$ cat config.mk
export PLATFORM = sky130hd
export DESIGN_NAME = snc_switch_config
export DESIGN_NICKNAME = d
export VERILOG_FILES = /design/src/hdl/snc_pkg.sv /design/src/hdl/snc_switch_config.sv
export SDC_FILE = /design/constraint.sdc
export NUM_CORES = 1
export LEC_CHECK = 0
export ABC_CLOCK_PERIOD_IN_PS = 3200
export BUFFER_PORTS_ARGS = -buffer_cell sky130_fd_sc_hd__buf_2
export CAP_MARGIN = 20
export CORE_MARGIN = 10
export CORE_UTILIZATION = 50
export DETAILED_ROUTE_END_ITERATION = 12
export PLACE_DENSITY = 0.9
export SLEW_MARGIN = 5
export SYNTH_ARGS = -nofsm -noshare
export SYNTH_HDL_FRONTEND = slang
export SYNTH_SLANG_ARGS = --single-unit
export TNS_END_PERCENT = 100
$ cat constraint.sdc
create_clock -name aclk -period 3.2 [get_ports aclk]
set_clock_uncertainty 0.1 [all_clocks]
set_input_delay 0.32 -clock aclk [delete_from_list [all_inputs] [get_ports aclk]]
set_output_delay 0.32 -clock aclk [all_outputs]
set_load 0.02 [all_outputs]
$ cat src/hdl/snc_pkg.sv
/*
  Constants for the serial node switch configuration block.
  Assumes a single 125 MHz clock and an AXI4-Lite master for register access.
*/
package snc_pkg;
  // ==========================================================
  // Register map (byte addresses)
  localparam logic [3:0] SNC_ADDR_CFG = 4'h0;    // Effective address, rate, mode
  localparam logic [3:0] SNC_ADDR_NVM = 4'h4;    // Stored address and rate
  localparam logic [3:0] SNC_ADDR_PDI = 4'h8;    // Input routing mode and live levels
  localparam logic [3:0] SNC_ADDR_SW = 4'hC;     // Raw latched switches
  // ==========================================================
  // Field layout
  localparam int SNC_ADDR_W = 6;
  localparam int SNC_RATE_W = 2;
  localparam int SNC_RATE_LSB = 8;
  localparam int SNC_SEL485_BIT = 16;
  localparam int SNC_MODE_LSB = 0;
  localparam int SNC_PDI_LSB = 4;
  // ==========================================================
  // Bit-rate codes
  localparam logic [1:0] SNC_RATE_NVM = 2'h0;
  localparam logic [1:0] SNC_RATE_9K6 = 2'h1;
  localparam logic [1:0] SNC_RATE_38K4 = 2'h2;
  localparam logic [1:0] SNC_RATE_115K2 = 2'h3;
  localparam int SNC_CLK_HZ = 125000000;
  localparam int SNC_BAUD_9K6 = 9600;
  localparam int SNC_BAUD_38K4 = 38400;
  localparam int SNC_BAUD_115K2 = 115200;
  localparam int SNC_DIV_9K6 = SNC_CLK_HZ / SNC_BAUD_9K6;
  localparam int SNC_DIV_38K4 = SNC_CLK_HZ / SNC_BAUD_38K4;
  localparam int SNC_DIV_115K2 = SNC_CLK_HZ / SNC_BAUD_115K2;
  localparam int SNC_DIV_W = 14;
  // ==========================================================
  // Reset values
  localparam logic [5:0] SNC_NVM_ADDR_RST = 6'h01;
  localparam logic [1:0] SNC_NVM_RATE_RST = 2'h1;
  localparam logic [1:0] SNC_RESP_OKAY = 2'h0;
  localparam logic [1:0] SNC_RESP_SLVERR = 2'h2;
  typedef enum logic [1:0] {SNC_PDI_GENERAL, SNC_PDI_STEPDIR, SNC_PDI_AUXENC} snc_pdi_mode_e;
  typedef enum {SNC_LATCH_WAIT, SNC_LATCH_DONE} snc_latch_e;
endpackage

$ cat src/hdl/snc_switch_config.sv
/*
  Switch-driven RS-485 node configuration with an AXI4-Lite register slave.
  Assumes switch and pin inputs are synchronous to aclk; non-volatile values are
  written by firmware into the stored-value register.
*/
// Decided for this implementation: the placing of the registers and the AXI4-Lite slave port.
`timescale 1ns/1ps
module snc_switch_config import snc_pkg::*; (
  input wire logic aclk,
  input wire logic aresetn,
  input wire logic [7:0] switches,
  input wire logic select_rs485_n,
  input wire logic step_or_aux_a_input,
  input wire logic dir_or_aux_b_input,
  input wire logic enc_a_in,
  input wire logic enc_b_in,
  input wire logic enc_i_in,
  input wire logic [3:0] awaddr,
  input wire logic awvalid,
  output logic awready,
  input wire logic [31:0] wdata,
  input wire logic [3:0] wstrb,
  input wire logic wvalid,
  output logic wready,
  output logic [1:0] bresp,
  output logic bvalid,
  input wire logic bready,
  input wire logic [3:0] araddr,
  input wire logic arvalid,
  output logic arready,
  output logic [31:0] rdata,
  output logic [1:0] rresp,
  output logic rvalid,
  input wire logic rready,
  output logic [5:0] rs485_node_addr,
  output logic [1:0] rs485_rate_code,
  output logic rs485_baud_tick,
  output logic rs485_active,
  output logic general_in5,
  output logic general_in6,
  output logic step_pulse,
  output logic step_dir,
  output logic secondary_encoder_chan_a,
  output logic secondary_encoder_chan_b,
  output logic buffered_chan_a_out,
  output logic buffered_chan_a_out_n,
  output logic buffered_chan_b_out,
  output logic buffered_chan_b_out_n,
  output logic buffered_index_out,
  output logic buffered_index_out_n
);
  // ==========================================================
  // Switch latch, once after reset release
  snc_latch_e latch_reg;
  logic [7:0] sw_reg;
  always_ff @(posedge aclk) begin
    if (!aresetn) begin
      latch_reg <= SNC_LATCH_WAIT;
      sw_reg <= 8'h00;
    end else begin
      case (latch_reg)
        SNC_LATCH_WAIT: begin
          sw_reg <= switches;
          latch_reg <= SNC_LATCH_DONE;
        end
        SNC_LATCH_DONE: latch_reg <= SNC_LATCH_DONE;
        default: latch_reg <= SNC_LATCH_WAIT;
      endcase
    end
  end
  wire logic [5:0] sw_addr = sw_reg[5:0];
  wire logic [1:0] sw_rate = sw_reg[7:6];

  // ==========================================================
  // Software registers
  logic [5:0] nvm_addr_reg;
  logic [1:0] nvm_rate_reg;
  snc_pdi_mode_e pdi_mode_reg;
  logic aw_hold_reg, w_hold_reg;
  logic [3:0] aw_addr_reg;
  logic [31:0] w_data_reg;
  logic [3:0] w_strb_reg;
  wire logic wr_go = aw_hold_reg && w_hold_reg && !bvalid;
  always_ff @(posedge aclk) begin
    if (!aresetn) begin
      awready <= 1'b1;
      wready <= 1'b1;
      aw_hold_reg <= 1'b0;
      w_hold_reg <= 1'b0;
      aw_addr_reg <= 4'h0;
      w_data_reg <= 32'h0000_0000;
      w_strb_reg <= 4'h0;
      bvalid <= 1'b0;
      bresp <= SNC_RESP_OKAY;
      nvm_addr_reg <= SNC_NVM_ADDR_RST;
      nvm_rate_reg <= SNC_NVM_RATE_RST;
      pdi_mode_reg <= SNC_PDI_GENERAL;
    end else begin
      if (awvalid && awready) begin
        aw_hold_reg <= 1'b1;
        aw_addr_reg <= awaddr;
        awready <= 1'b0;
      end
      if (wvalid && wready) begin
        w_hold_reg <= 1'b1;
        w_data_reg <= wdata;
        w_strb_reg <= wstrb;
        wready <= 1'b0;
      end
      if (wr_go) begin
        aw_hold_reg <= 1'b0;
        w_hold_reg <= 1'b0;
        bvalid <= 1'b1;
        bresp <= SNC_RESP_OKAY;
        case (aw_addr_reg)
          SNC_ADDR_NVM: begin
            if (w_strb_reg[0]) nvm_addr_reg <= w_data_reg[SNC_ADDR_W-1:0];
            if (w_strb_reg[1]) nvm_rate_reg <= w_data_reg[SNC_RATE_LSB +: SNC_RATE_W];
          end
          SNC_ADDR_PDI: begin
            if (w_strb_reg[0]) begin
              case (w_data_reg[1:0])
                2'h1: pdi_mode_reg <= SNC_PDI_STEPDIR;
                2'h2: pdi_mode_reg <= SNC_PDI_AUXENC;
                default: pdi_mode_reg <= SNC_PDI_GENERAL;
              endcase
            end
          end
          SNC_ADDR_CFG, SNC_ADDR_SW: bresp <= SNC_RESP_SLVERR;
          default: bresp <= SNC_RESP_SLVERR;
        endcase
      end
      if (bvalid && bready) begin
        bvalid <= 1'b0;
        awready <= 1'b1;
        wready <= 1'b1;
      end
    end
  end

  // ==========================================================
  // Effective RS-485 settings
  logic [5:0] eff_addr;
  logic [1:0] eff_rate;
  always_comb begin
    eff_addr = (sw_addr == 6'h00) ? nvm_addr_reg : sw_addr;
    eff_rate = (sw_rate == SNC_RATE_NVM) ? nvm_rate_reg : sw_rate;
  end

  // Read side: one cycle to rvalid
  always_ff @(posedge aclk) begin
    if (!aresetn) begin
      arready <= 1'b1;
      rvalid <= 1'b0;
      rdata <= 32'h0000_0000;
      rresp <= SNC_RESP_OKAY;
    end else if (arvalid && arready) begin
      arready <= 1'b0;
      rvalid <= 1'b1;
      rresp <= SNC_RESP_OKAY;
      rdata <= 32'h0000_0000;
      case (araddr)
        SNC_ADDR_CFG: begin
          rdata[SNC_ADDR_W-1:0] <= eff_addr;
          rdata[SNC_RATE_LSB +: SNC_RATE_W] <= eff_rate;
          rdata[SNC_SEL485_BIT] <= !select_rs485_n;
        end
        SNC_ADDR_NVM: begin
          rdata[SNC_ADDR_W-1:0] <= nvm_addr_reg;
          rdata[SNC_RATE_LSB +: SNC_RATE_W] <= nvm_rate_reg;
        end
        SNC_ADDR_PDI: begin
          rdata[SNC_MODE_LSB +: 2] <= pdi_mode_reg;
          rdata[SNC_PDI_LSB +: 2] <= {dir_or_aux_b_input, step_or_aux_a_input};
        end
        SNC_ADDR_SW: rdata[7:0] <= sw_reg;
        default: rresp <= SNC_RESP_SLVERR;
      endcase
    end else if (rvalid && rready) begin
      rvalid <= 1'b0;
      arready <= 1'b1;
    end
  end

  // ==========================================================
  // Bit-rate divider; RS-232 mode stops the tick and zeroes the address and rate outputs
  logic [SNC_DIV_W-1:0] div_cnt_reg;
  logic [SNC_DIV_W-1:0] div_top;
  always_comb begin
    case (eff_rate)
      SNC_RATE_38K4: div_top = SNC_DIV_W'(SNC_DIV_38K4 - 1);
      SNC_RATE_115K2: div_top = SNC_DIV_W'(SNC_DIV_115K2 - 1);
      default: div_top = SNC_DIV_W'(SNC_DIV_9K6 - 1);
    endcase
  end
  always_ff @(posedge aclk) begin
    if (!aresetn) begin
      div_cnt_reg <= '0;
      rs485_baud_tick <= 1'b0;
      rs485_node_addr <= 6'h00;
      rs485_rate_code <= 2'h0;
      rs485_active <= 1'b0;
    end else begin
      rs485_active <= !select_rs485_n;
      // Settings are only published in RS-485 mode
      rs485_node_addr <= select_rs485_n ? 6'h00 : eff_addr;
      rs485_rate_code <= select_rs485_n ? 2'h0 : eff_rate;
      // A stored rate of zero is treated as the slowest rate
      if (select_rs485_n || div_cnt_reg >= div_top) begin
        div_cnt_reg <= '0;
        rs485_baud_tick <= !select_rs485_n;
      end else begin
        div_cnt_reg <= div_cnt_reg + 1'b1;
        rs485_baud_tick <= 1'b0;
      end
    end
  end

  // ==========================================================
  // Input five/six routing and buffered encoder copies
  logic step_d_reg;
  always_ff @(posedge aclk) begin
    if (!aresetn) begin
      step_d_reg <= 1'b0;
      general_in5 <= 1'b0;
      general_in6 <= 1'b0;
      step_pulse <= 1'b0;
      step_dir <= 1'b0;
      secondary_encoder_chan_a <= 1'b0;
      secondary_encoder_chan_b <= 1'b0;
    end else begin
      step_d_reg <= step_or_aux_a_input;
      general_in5 <= (pdi_mode_reg == SNC_PDI_GENERAL) && step_or_aux_a_input;
      general_in6 <= (pdi_mode_reg == SNC_PDI_GENERAL) && dir_or_aux_b_input;
      step_pulse <= (pdi_mode_reg == SNC_PDI_STEPDIR) && step_or_aux_a_input && !step_d_reg;
      step_dir <= (pdi_mode_reg == SNC_PDI_STEPDIR) && dir_or_aux_b_input;
      secondary_encoder_chan_a <= (pdi_mode_reg == SNC_PDI_AUXENC) && step_or_aux_a_input;
      secondary_encoder_chan_b <= (pdi_mode_reg == SNC_PDI_AUXENC) && dir_or_aux_b_input;
    end
  end
  always_ff @(posedge aclk) begin
    if (!aresetn) begin
      buffered_chan_a_out <= 1'b0;
      buffered_chan_a_out_n <= 1'b1;
      buffered_chan_b_out <= 1'b0;
      buffered_chan_b_out_n <= 1'b1;
      buffered_index_out <= 1'b0;
      buffered_index_out_n <= 1'b1;
    end else begin
      buffered_chan_a_out <= enc_a_in;
      buffered_chan_a_out_n <= !enc_a_in;
      buffered_chan_b_out <= enc_b_in;
      buffered_chan_b_out_n <= !enc_b_in;
      buffered_index_out <= enc_i_in;
      buffered_index_out_n <= !enc_i_in;
    end
  end
endmodule // snc_switch_config

# Yosys cells after proc, flatten, opt, wreduce, memory -nomap -nowiden
# Cells that the tools add are included.
[totals] ram_bits=0 word_cells=106 output_inout_bits=63 memories=0 register_bits=125 mem_bits_ro=0 latch_bits=0 in_bits=65
[classes] reduce_logical=38 magnitude_cmp=1 eq_ne=12 n_mul=0 muxes=17 shifts=0 add_sub_neg=1 bitwise=1 div=0
[ops] cell="== test 32 x 1 -> 1 bit (second input constant)" n=1
[ops] cell="logical NOT 32 bit" n=1
[ops] cell="one-hot mux 14 bit (2 select lines)" n=1
[ops] cell="one-hot mux 2 bit (4 select lines)" n=2
[ops] cell="adder 14 x 1 -> 14 bit (second input constant)" n=1
[ops] cell=">= comparator 14 bit" n=1
[ops] cell="logical AND 1 bit" n=14
[ops] cell="== test 4 bit (second input constant)" n=3
[ops] cell="OR reduction 2 bit" n=6
[ops] cell="AND reduction 3 bit" n=3
[ops] cell="== test 2 bit (second input constant)" n=4
[ops] cell="== test 4 x 3 -> 1 bit (second input constant)" n=2
[ops] cell="2-to-1 mux 2 bit" n=4
[ops] cell="one-hot mux 2 bit (2 select lines)" n=2
[ops] cell="logical NOT 1 bit" n=6
[ops] cell="logical NOT 6 bit" n=1
[ops] cell="2-to-1 mux 1 bit" n=6
[ops] cell="2-to-1 mux 6 bit" n=1
[ops] cell="one-hot mux 2 bit (3 select lines)" n=1
[ops] cell="== test 2 x 1 -> 1 bit (second input constant)" n=2
[ops] cell="logical NOT 2 bit" n=2
[ops] cell="logical NOT 4 bit" n=1
[ops] cell="OR reduction 4 bit" n=1
[ops] cell="AND reduction 2 bit" n=1
[ops] cell="other kinds (3)" n=3

# Depth between registers and ports, before layout
# Gate-level depths: netlist (run 1).
[logic_depth] word_depth=7 depth_mapped=11 ltp_nobuf=10

# Worst setup path before layout (run 1)
# OpenSTA, ideal clock, no wires.
[synth_path] path_type="register -> register" from="register sw_reg[7]" to="register div_cnt_reg[10]" t_arrival_ps=2082 required_time_ps=2975 stages_incl_launch_ff=10 synth_period_minus_slack_ps=2307 setup_slack_ps=893 setup_time_ps=125 path_buffers=2 cell_sequence="dfxtp_1 -> clkbuf_1 -> nor2_1 -> a22o_1 -> ha_1 -> nand2_1 -> or3_1 -> o311ai_4 -> buf_6 -> nor3_2"
[synth_via] elab_chain_cells=7 elab_cells_between_ends=8 cone_classes="1 x order compare; 2 x eq/ne; 2 x mux; 3 x reduce/logical"
[synth_lines] element="start, declared" line_no="snc_switch_config.sv:55" text="logic [7:0] sw_reg;"
[synth_lines] element="start signal, assigned" line_no="snc_switch_config.sv:63" text="sw_reg <= switches;"
[synth_lines] element="logical NOT 2 bit" line_no="snc_switch_config.sv:147" text="eff_rate = (sw_rate == SNC_RATE_NVM) ? nvm_rate_reg : sw_rate;"
[synth_lines] element="2-to-1 mux 2 bit (*)" line_no="snc_switch_config.sv:147"
[synth_lines] element="== test 2 bit" line_no="snc_switch_config.sv:190" text="case (eff_rate)"
[synth_lines] element="one-hot mux 14 bit (2 select lines) (*)" line_no="snc_switch_config.sv:190"
[synth_lines] element=">= comparator 14 bit (*)" line_no="snc_switch_config.sv:209" text="if (select_rs485_n || div_cnt_reg >= div_top) begin"
[synth_lines] element="logical OR 1 bit (*)" line_no="snc_switch_config.sv:209"
[synth_lines] element="OR reduction 2 bit (no line) (*)"
[synth_lines] element="end signal, assigned" line_no="snc_switch_config.sv:213" text="div_cnt_reg <= div_cnt_reg + 1'b1;"
[synth_lines] element="end, declared" line_no="snc_switch_config.sv:187" text="logic [SNC_DIV_W-1:0] div_cnt_reg;"
# Every way passes the cells marked *; elsewhere a longest branch is shown, timed or not.
# A chain may end at the register's enable or synchronous reset.

# Worst setup path after layout (run 1)
[layout_path] from="register nvm_rate_reg[1]" to="register div_cnt_reg[4]"
[layout_via] elab_chain_cells=6 elab_cells_between_ends=7 cone_classes="1 x order compare; 2 x eq/ne; 2 x mux; 2 x reduce/logical"
[layout_lines] element="start, declared" line_no="snc_switch_config.sv:77" text="logic [1:0] nvm_rate_reg;"
[layout_lines] element="start signal, assigned" line_no="snc_switch_config.sv:118" text="if (w_strb_reg[1]) nvm_rate_reg <= w_data_reg[SNC_RATE_LSB +: SNC_RATE_W];"
[layout_lines] element="2-to-1 mux 2 bit (*)" line_no="snc_switch_config.sv:147"
[layout_lines] element="net eff_rate[1]" line_no="snc_switch_config.sv:144" text="logic [1:0] eff_rate;"
[layout_lines] element="== test 2 bit" line_no="snc_switch_config.sv:190"
[layout_lines] element="one-hot mux 14 bit (2 select lines) (*)" line_no="snc_switch_config.sv:190"
[layout_lines] element=">= comparator 14 bit (*)" line_no="snc_switch_config.sv:209"
[layout_lines] element="logical OR 1 bit (*)" line_no="snc_switch_config.sv:209"
[layout_lines] element="OR reduction 2 bit (no line) (*)"
# Mark *: on every way through the listed nets, which the timed path passes. The rest lies on a longest branch.

==> flow_summary.json, run 1 <==
{
  "core_area_mm2": 0.00733,
  "layout_commonest_cell": "dfxtp_1",
  "drc": 0,
  "largest_register_ff_count": 14,
  "hold_path_startpoint": "enc_b_in",
  "avgViaCountPerCell": 5.21,
  "required_ns": 3.34,
  "start_util": 0.522,
  "grt_overflow": 0,
  "final_cells": 595,
  "routabilityCongestion": 0.863,
  "placement.cell_area_mm2": 0.00420,
  "power_mw": 2.21,
  "postRouteAntennaNets": 0,
  "synth-seq-cells": 90,
  "ys_types": 55,
  "status": "completed",
  "io_buffers": 78,
  "cts_setup_buffers": 0,
  "drtIter0Drc": 127,
  "die_x_um": 107,
  "critPathSlowestCell": "or3_1",
  "fin_area_mm2": 0.00441,
  "power_density_mw_per_mm2": 501,
  "cts_max_path_buffers": 2,
  "layout_common_cells": "90 x dfxtp_1, 78 x buf_2, 51 x nand2_1",
  "cts.sinks": 90,
  "min_period_over_period": 0.799,
  "peakVddDrop_v": 0.000252,
  "clk_root_buffer_cell": "clkbuf_8",
  "first_global_vias": 3124,
  "rsz0062_at_grt": "no",
  "r2r-start": "nvm_rate_reg[1]$_SDFFE_PN0P_",
  "worstPathCellList": "nor2b_2 -> or2_4 -> inv_2 -> ha_1 -> nand2_1 -> or3_1 -> o311ai_4 -> buf_4 -> nor3_1",
  "fin_util": 0.601,
  "area_growth_pct": 15.2,
  "synth-edff-count": 0,
  "cts_htree_levels": 3,
  "hold_class": "input pin to flop",
  "setup.worst_path.class": "flop to flop",
  "synth-main-ff-cell": "dfxtp_1",
  "syn_area_mm2": 0.00382,
  "max_cap_violations": 0,
  "syn_inst": 414,
  "rows": 31,
  "global_route.usage.total": 0.160,
  "yosysWarnings": 0,
  "die_y_um": 107,
  "crit_arrival_ns": 2.70,
  "nets": 564,
  "cts_tree": "done",
  "die_area_mm2": 0.0115,
  "drt-total-wl_um": 9110,
  "postSynthAreaPerCell_um2": 9.24,
  "placed_cells": 579,
  "num_vias": 3102,
  "ctsHoldBuffers": 0,
  "report.final.slew_viol_count": 0,
  "drt-pass1-iter-count": 4,
  "fin_crit_ns": 2.56,
  "critPathLaunch": "nvm_rate_reg[1]$_SDFFE_PN0P_",
  "tns_ns": 0,
  "diodes": 0,
  "final_layout_size_suffix_gt1_frac": 0.248,
  "dp_hpwl_um": 6850,
  "antenna_found_initial": 0,
  "grt_start_max_net_pins": 28,
  "path_clk_slew_ns": 0.10,
  "crit_fanout": 14,
  "grt_use_met3": 0.0545,
  "seq_area_frac_synth": 0.471,
  "hold_viol": 0,
  "synthArstFlopShare": 0,
  "ctsResizeCount": 0,
  "cellLeakagePower_nw": 2.03,
  "pin_count": 128,
  "setup_viol": 0,
  "grt.met2_usage": 0.252,
  "wl_per_cell_um": 15.3,
  "fmax_ghz": 0.391,
  "clock_latency_ns": 0.37,
  "grt_most_used_layer": "met2",
  "use_met1": 0.191,
  "cts_made_buffers": 9,
  "grt_first_pass_wirelength_um": 14900,
  "setup.worst_path.end_class": "flop",
  "max_stage_delay_ns": 0.43,
  "cp-start-kind": "flop"
}
==> cell type report <==
cell class	count	area, um^2
repair buffers	81	413
fillers	647	2920
multi-input cells	293	1800
flip-flops and latches	90	1800
inverters	16	60.1
well taps	99	124
clock inverters	7	81.3
clock buffers	9	124
==> worst max-delay path, delay by kind of cell, from the launching register on <==
family / cells / cell delay (ns)
DFF: 1 / 0.40
and+or+nand+nor: 5 / 1.07
buffers and inverters: 2 / 0.35
adders and majority gates: 1 / 0.28
AOI/OAI and AO/OA: 1 / 0.23
==> power by group <==
group	total (mW)	internal, mW	switching [mW]	leakage [nW]
Combinational	0.208	0.0696	0.138	1.19
Sequential	1.19	1.16	0.0317	0.735
Clock	0.809	0.376	0.433	0.107
Total	2.21	1.60	0.603	2.03
==> routing by layer <==
metal | wire [um] | share of wire | vias to the layer above
met5 | 0 | 0 | -
met4 | 235 | 0.026 | 0
met3 | 626 | 0.069 | 19
met2 | 4290 | 0.47 | 115
met1 | 3960 | 0.43 | 1433
li1 | - | - | 1535
==> per-stage QoR <==
stage	hold slack, ns	worst slack [ns]
floorplan	0.248	0.893
global placement	0.278	0.779
detailed placement	0.282	0.695
CTS	0.0100	0.635
global route	0.00301	0.436
finish	0.0163	0.642
==> cells in the mapped netlist, types with 3 or more instances <==
cell / n / area (um^2)
dfxtp_1: 90 / 1800
nand2_1: 51 / 191
nor2_1: 44 / 165
a21oi_1: 33 / 165
buf_4: 23 / 173
mux2i_1: 16 / 160
inv_1: 15 / 56.3
nor3_2: 13 / 130
clkbuf_1: 11 / 41.3
nand3_1: 11 / 55.1
nor3_1: 11 / 55.1
ha_1: 8 / 100
o21ai_0: 8 / 40.0
xor2_1: 7 / 61.3
nand2b_1: 6 / 37.5
xnor2_1: 6 / 52.6
a22oi_1: 5 / 37.5
a221o_1: 4 / 40.0
a22o_1: 3 / 26.3
==> kinds of logic after synthesis <==
kind of cell             Yosys count  share of synthesized area
AO/OA/AOI/OAI                     73                      0.132
XOR/XNOR                          13                     0.0298
adder cells (fa/ha/maj)            8                     0.0262
buffers and inverters             53                     0.0789
flip-flops                        90                      0.471
multiplexers                      16                     0.0419
other                              1                   0.000981
AND/OR/NAND/NOR                  160                      0.220
==> final timing paths <==
kind | end | slack, ns | cells past startpoint
max | div_cnt_reg[4]$_SDFF_PP0_ | 0.64 | 9
min | buffered_chan_b_out_n$_SDFF_PN1_ | 0.02 | 2
max reg2reg | div_cnt_reg[4]$_SDFF_PP0_ | 0.64 | 9
min reg2reg | step_pulse$_SDFF_PN0_ | 0.30 | 1
No activity file was read; power rests on OpenSTA's default activity.
==> inputs of run 2 (changes only) <==
--- a/config.mk
+++ b/config.mk
@@ -5,7 +5,7 @@
 export SDC_FILE = /design/constraint.sdc
 export NUM_CORES = 1
 export LEC_CHECK = 0
-export ABC_CLOCK_PERIOD_IN_PS = 3200
+export ABC_CLOCK_PERIOD_IN_PS = 2430
 export BUFFER_PORTS_ARGS = -buffer_cell sky130_fd_sc_hd__buf_2
 export CAP_MARGIN = 20
 export CORE_MARGIN = 10
==> constraint.sdc (replaced) <==
create_clock -name aclk -period 2.43 [get_ports aclk]
set_clock_uncertainty 0.1 [all_clocks]
set_input_delay 0.243 -clock aclk [delete_from_list [all_inputs] [get_ports aclk]]
set_output_delay 0.243 -clock aclk [all_outputs]
set_load 0.02 [all_outputs]
==> flow_summary.json, run 2 (same netlist as run 1, synthesis figures left out) <==
{
  "r2r-start": "sw_reg[7]$_SDFFE_PN0N_",
  "power_mw": 2.96,
  "tightest_slew_ns": 0.533,
  "max_stage_delay_ns": 0.43,
  "fmax_ghz": 0.434,
  "peakVddDrop_v": 0.000331,
  "rsz0062_at_grt": "no",
  "cts_tree": "done",
  "hold_path_startpoint": "wdata[0]",
  "cp_top_family": "compound AO/OA/AOI/OAI gates",
  "rows": 31,
  "placement.cell_area_mm2": 0.00429,
  "cellLeakagePower_nw": 2.14,
  "setup_viol": 0,
  "hold_class": "input pin to flop",
  "core_area_mm2": 0.00733,
  "drt-pass1-iter-count": 4,
  "wl_per_cell_um": 14.9,
  "final.setup.worst_slack_ns": 0.123,
  "drtIter0Drc": 133,
  "report.final.slew_viol_count": 0,
  "layout_common_cells": "90 x dfxtp_1, 78 x buf_2, 51 x nand2_1",
  "hold_viol": 0,
  "grt_overflow": 0,
  "path_clk_slew_ns": 0.10,
  "cts_htree_levels": 3,
  "crit_fanout": 14,
  "diodes": 0,
  "die_y_um": 107,
  "grt_start_max_net_pins": 19,
  "clock_latency_ns": 0.36,
  "cts.sinks": 90,
  "cts_max_path_buffers": 2,
  "area_growth_pct": 20.1,
  "postRouteAntennaNets": 0,
  "clk_root_buffer_cell": "clkbuf_8",
  "required_ns": 2.60,
  "fin_area_mm2": 0.00459,
  "die_x_um": 107,
  "crit_arrival_ns": 2.48,
  "antenna_found_initial": 0,
  "drt-total-wl_um": 9120,
  "cp-start-kind": "flop",
  "cts_made_buffers": 9,
  "dp_slack_ns": -0.128,
  "global_route.usage.total": 0.157,
  "routabilityCongestion": 0.876,
  "whs_ns": 0.00968,
  "die_area_mm2": 0.0115,
  "power_density_mw_per_mm2": 643,
  "drc": 0,
  "num_vias": 3179,
  "setup.worst_path.end_class": "flop",
  "relSlewSlack": 0.644,
  "fin_crit_ns": 2.31,
  "tns_ns": 0,
  "nets": 582,
  "start_util": 0.522,
  "dp_hpwl_um": 6900,
  "setup.worst_path.class": "flop to flop",
  "worstPathCellList": "a21oi_1 -> nor2_1 -> inv_1 -> ha_1 -> buf_4 -> a21o_1 -> o22ai_2 -> a22o_2 -> o311ai_4 -> buf_12 -> nor3_1",
  "avgViaCountPerCell": 5.19,
  "max_cap_violations": 0,
  "path_buf_inv": 3,
  "critPathLaunch": "sw_reg[7]$_SDFFE_PN0N_",
  "final_layout_size_suffix_gt1_frac": 0.268,
  "min_period_over_period": 0.949,
  "critPathSlowestCell": "dfxtp_1",
  "pin_count": 128,
  "layout_commonest_cell": "dfxtp_1",
  "io_buffers": 78,
  "largest_register_ff_count": 14,
  "first_global_vias": 3140,
  "grt_first_pass_wirelength_um": 15000,
  "status": "completed"
}
==> run 2: changes by cell type in the layout (fill, tap and decap cells not counted), sizes merged <==
cell / before / now
dlygate4sd3: 0 / 5
buf: 81 / 94
==> run 2: area by class of cell <==
class	instances	area, um^2
Timing Repair Buffer	99	573
Clock inverter	7	90.1
Inverter	16	60.1
Fill cell	600	2740
Clock buffer	9	124
Multi-Input combinational cell	293	1820
Sequential cell	90	1800
Tap cell	99	124
==> run 2: path summary, 6_finish.rpt <==
kind                                endpoint  slack, ns  depth (start not counted)
hold / removal    w_data_reg[0]$_SDFFE_PN0P_       0.01                          3
hold reg to reg        step_pulse$_SDFF_PN0_       0.30                          1
setup reg to reg   div_cnt_reg[2]$_SDFF_PP0_       0.12                         11
setup / recovery   div_cnt_reg[2]$_SDFF_PP0_       0.12                         11
==> run 2: through the flow <==
stage,std cells,util
after global routing,613,0.627
after floorplan,436,-
after CTS,612,0.624
after detailed placement,591,0.585
final,613,0.627
after global placement,591,0.585
==> run 2: layer usage <==
metal / track usage / part of all wire / vias to the layer above
met1: 0.190 / 0.43 / 1491
met3: 0.0485 / 0.077 / 12
met4: 0.0658 / 0.015 / 0
met2: 0.253 / 0.48 / 105
li1: - / - / 1571
met5: 0 / 0 / -
==> run 2: power by group <==
part / internal, mW / switching, mW / total, mW
clock: 0.506 / 0.580 / 1.09
combinational: 0.114 / 0.191 / 0.305
sequential: 1.52 / 0.0400 / 1.56
total: 2.14 / 0.811 / 2.96
==> run 2: tightest hold or removal path, cell delays in order <==
cell	delay [ns]
buf_2	0.09
nand2_1	0.05
a21oi_1	0.05
==> run 2: repair_timing <==
item / CTS / global route
setup endpoints to repair: 14 / 13
pin swaps: 1 / 1
gates cloned: 0 / 0
setup buffers: 1 / 0
hold endpoints to repair: 7 / 1
gates resized for setup: 1 / 2
hold buffers: 4 / 1
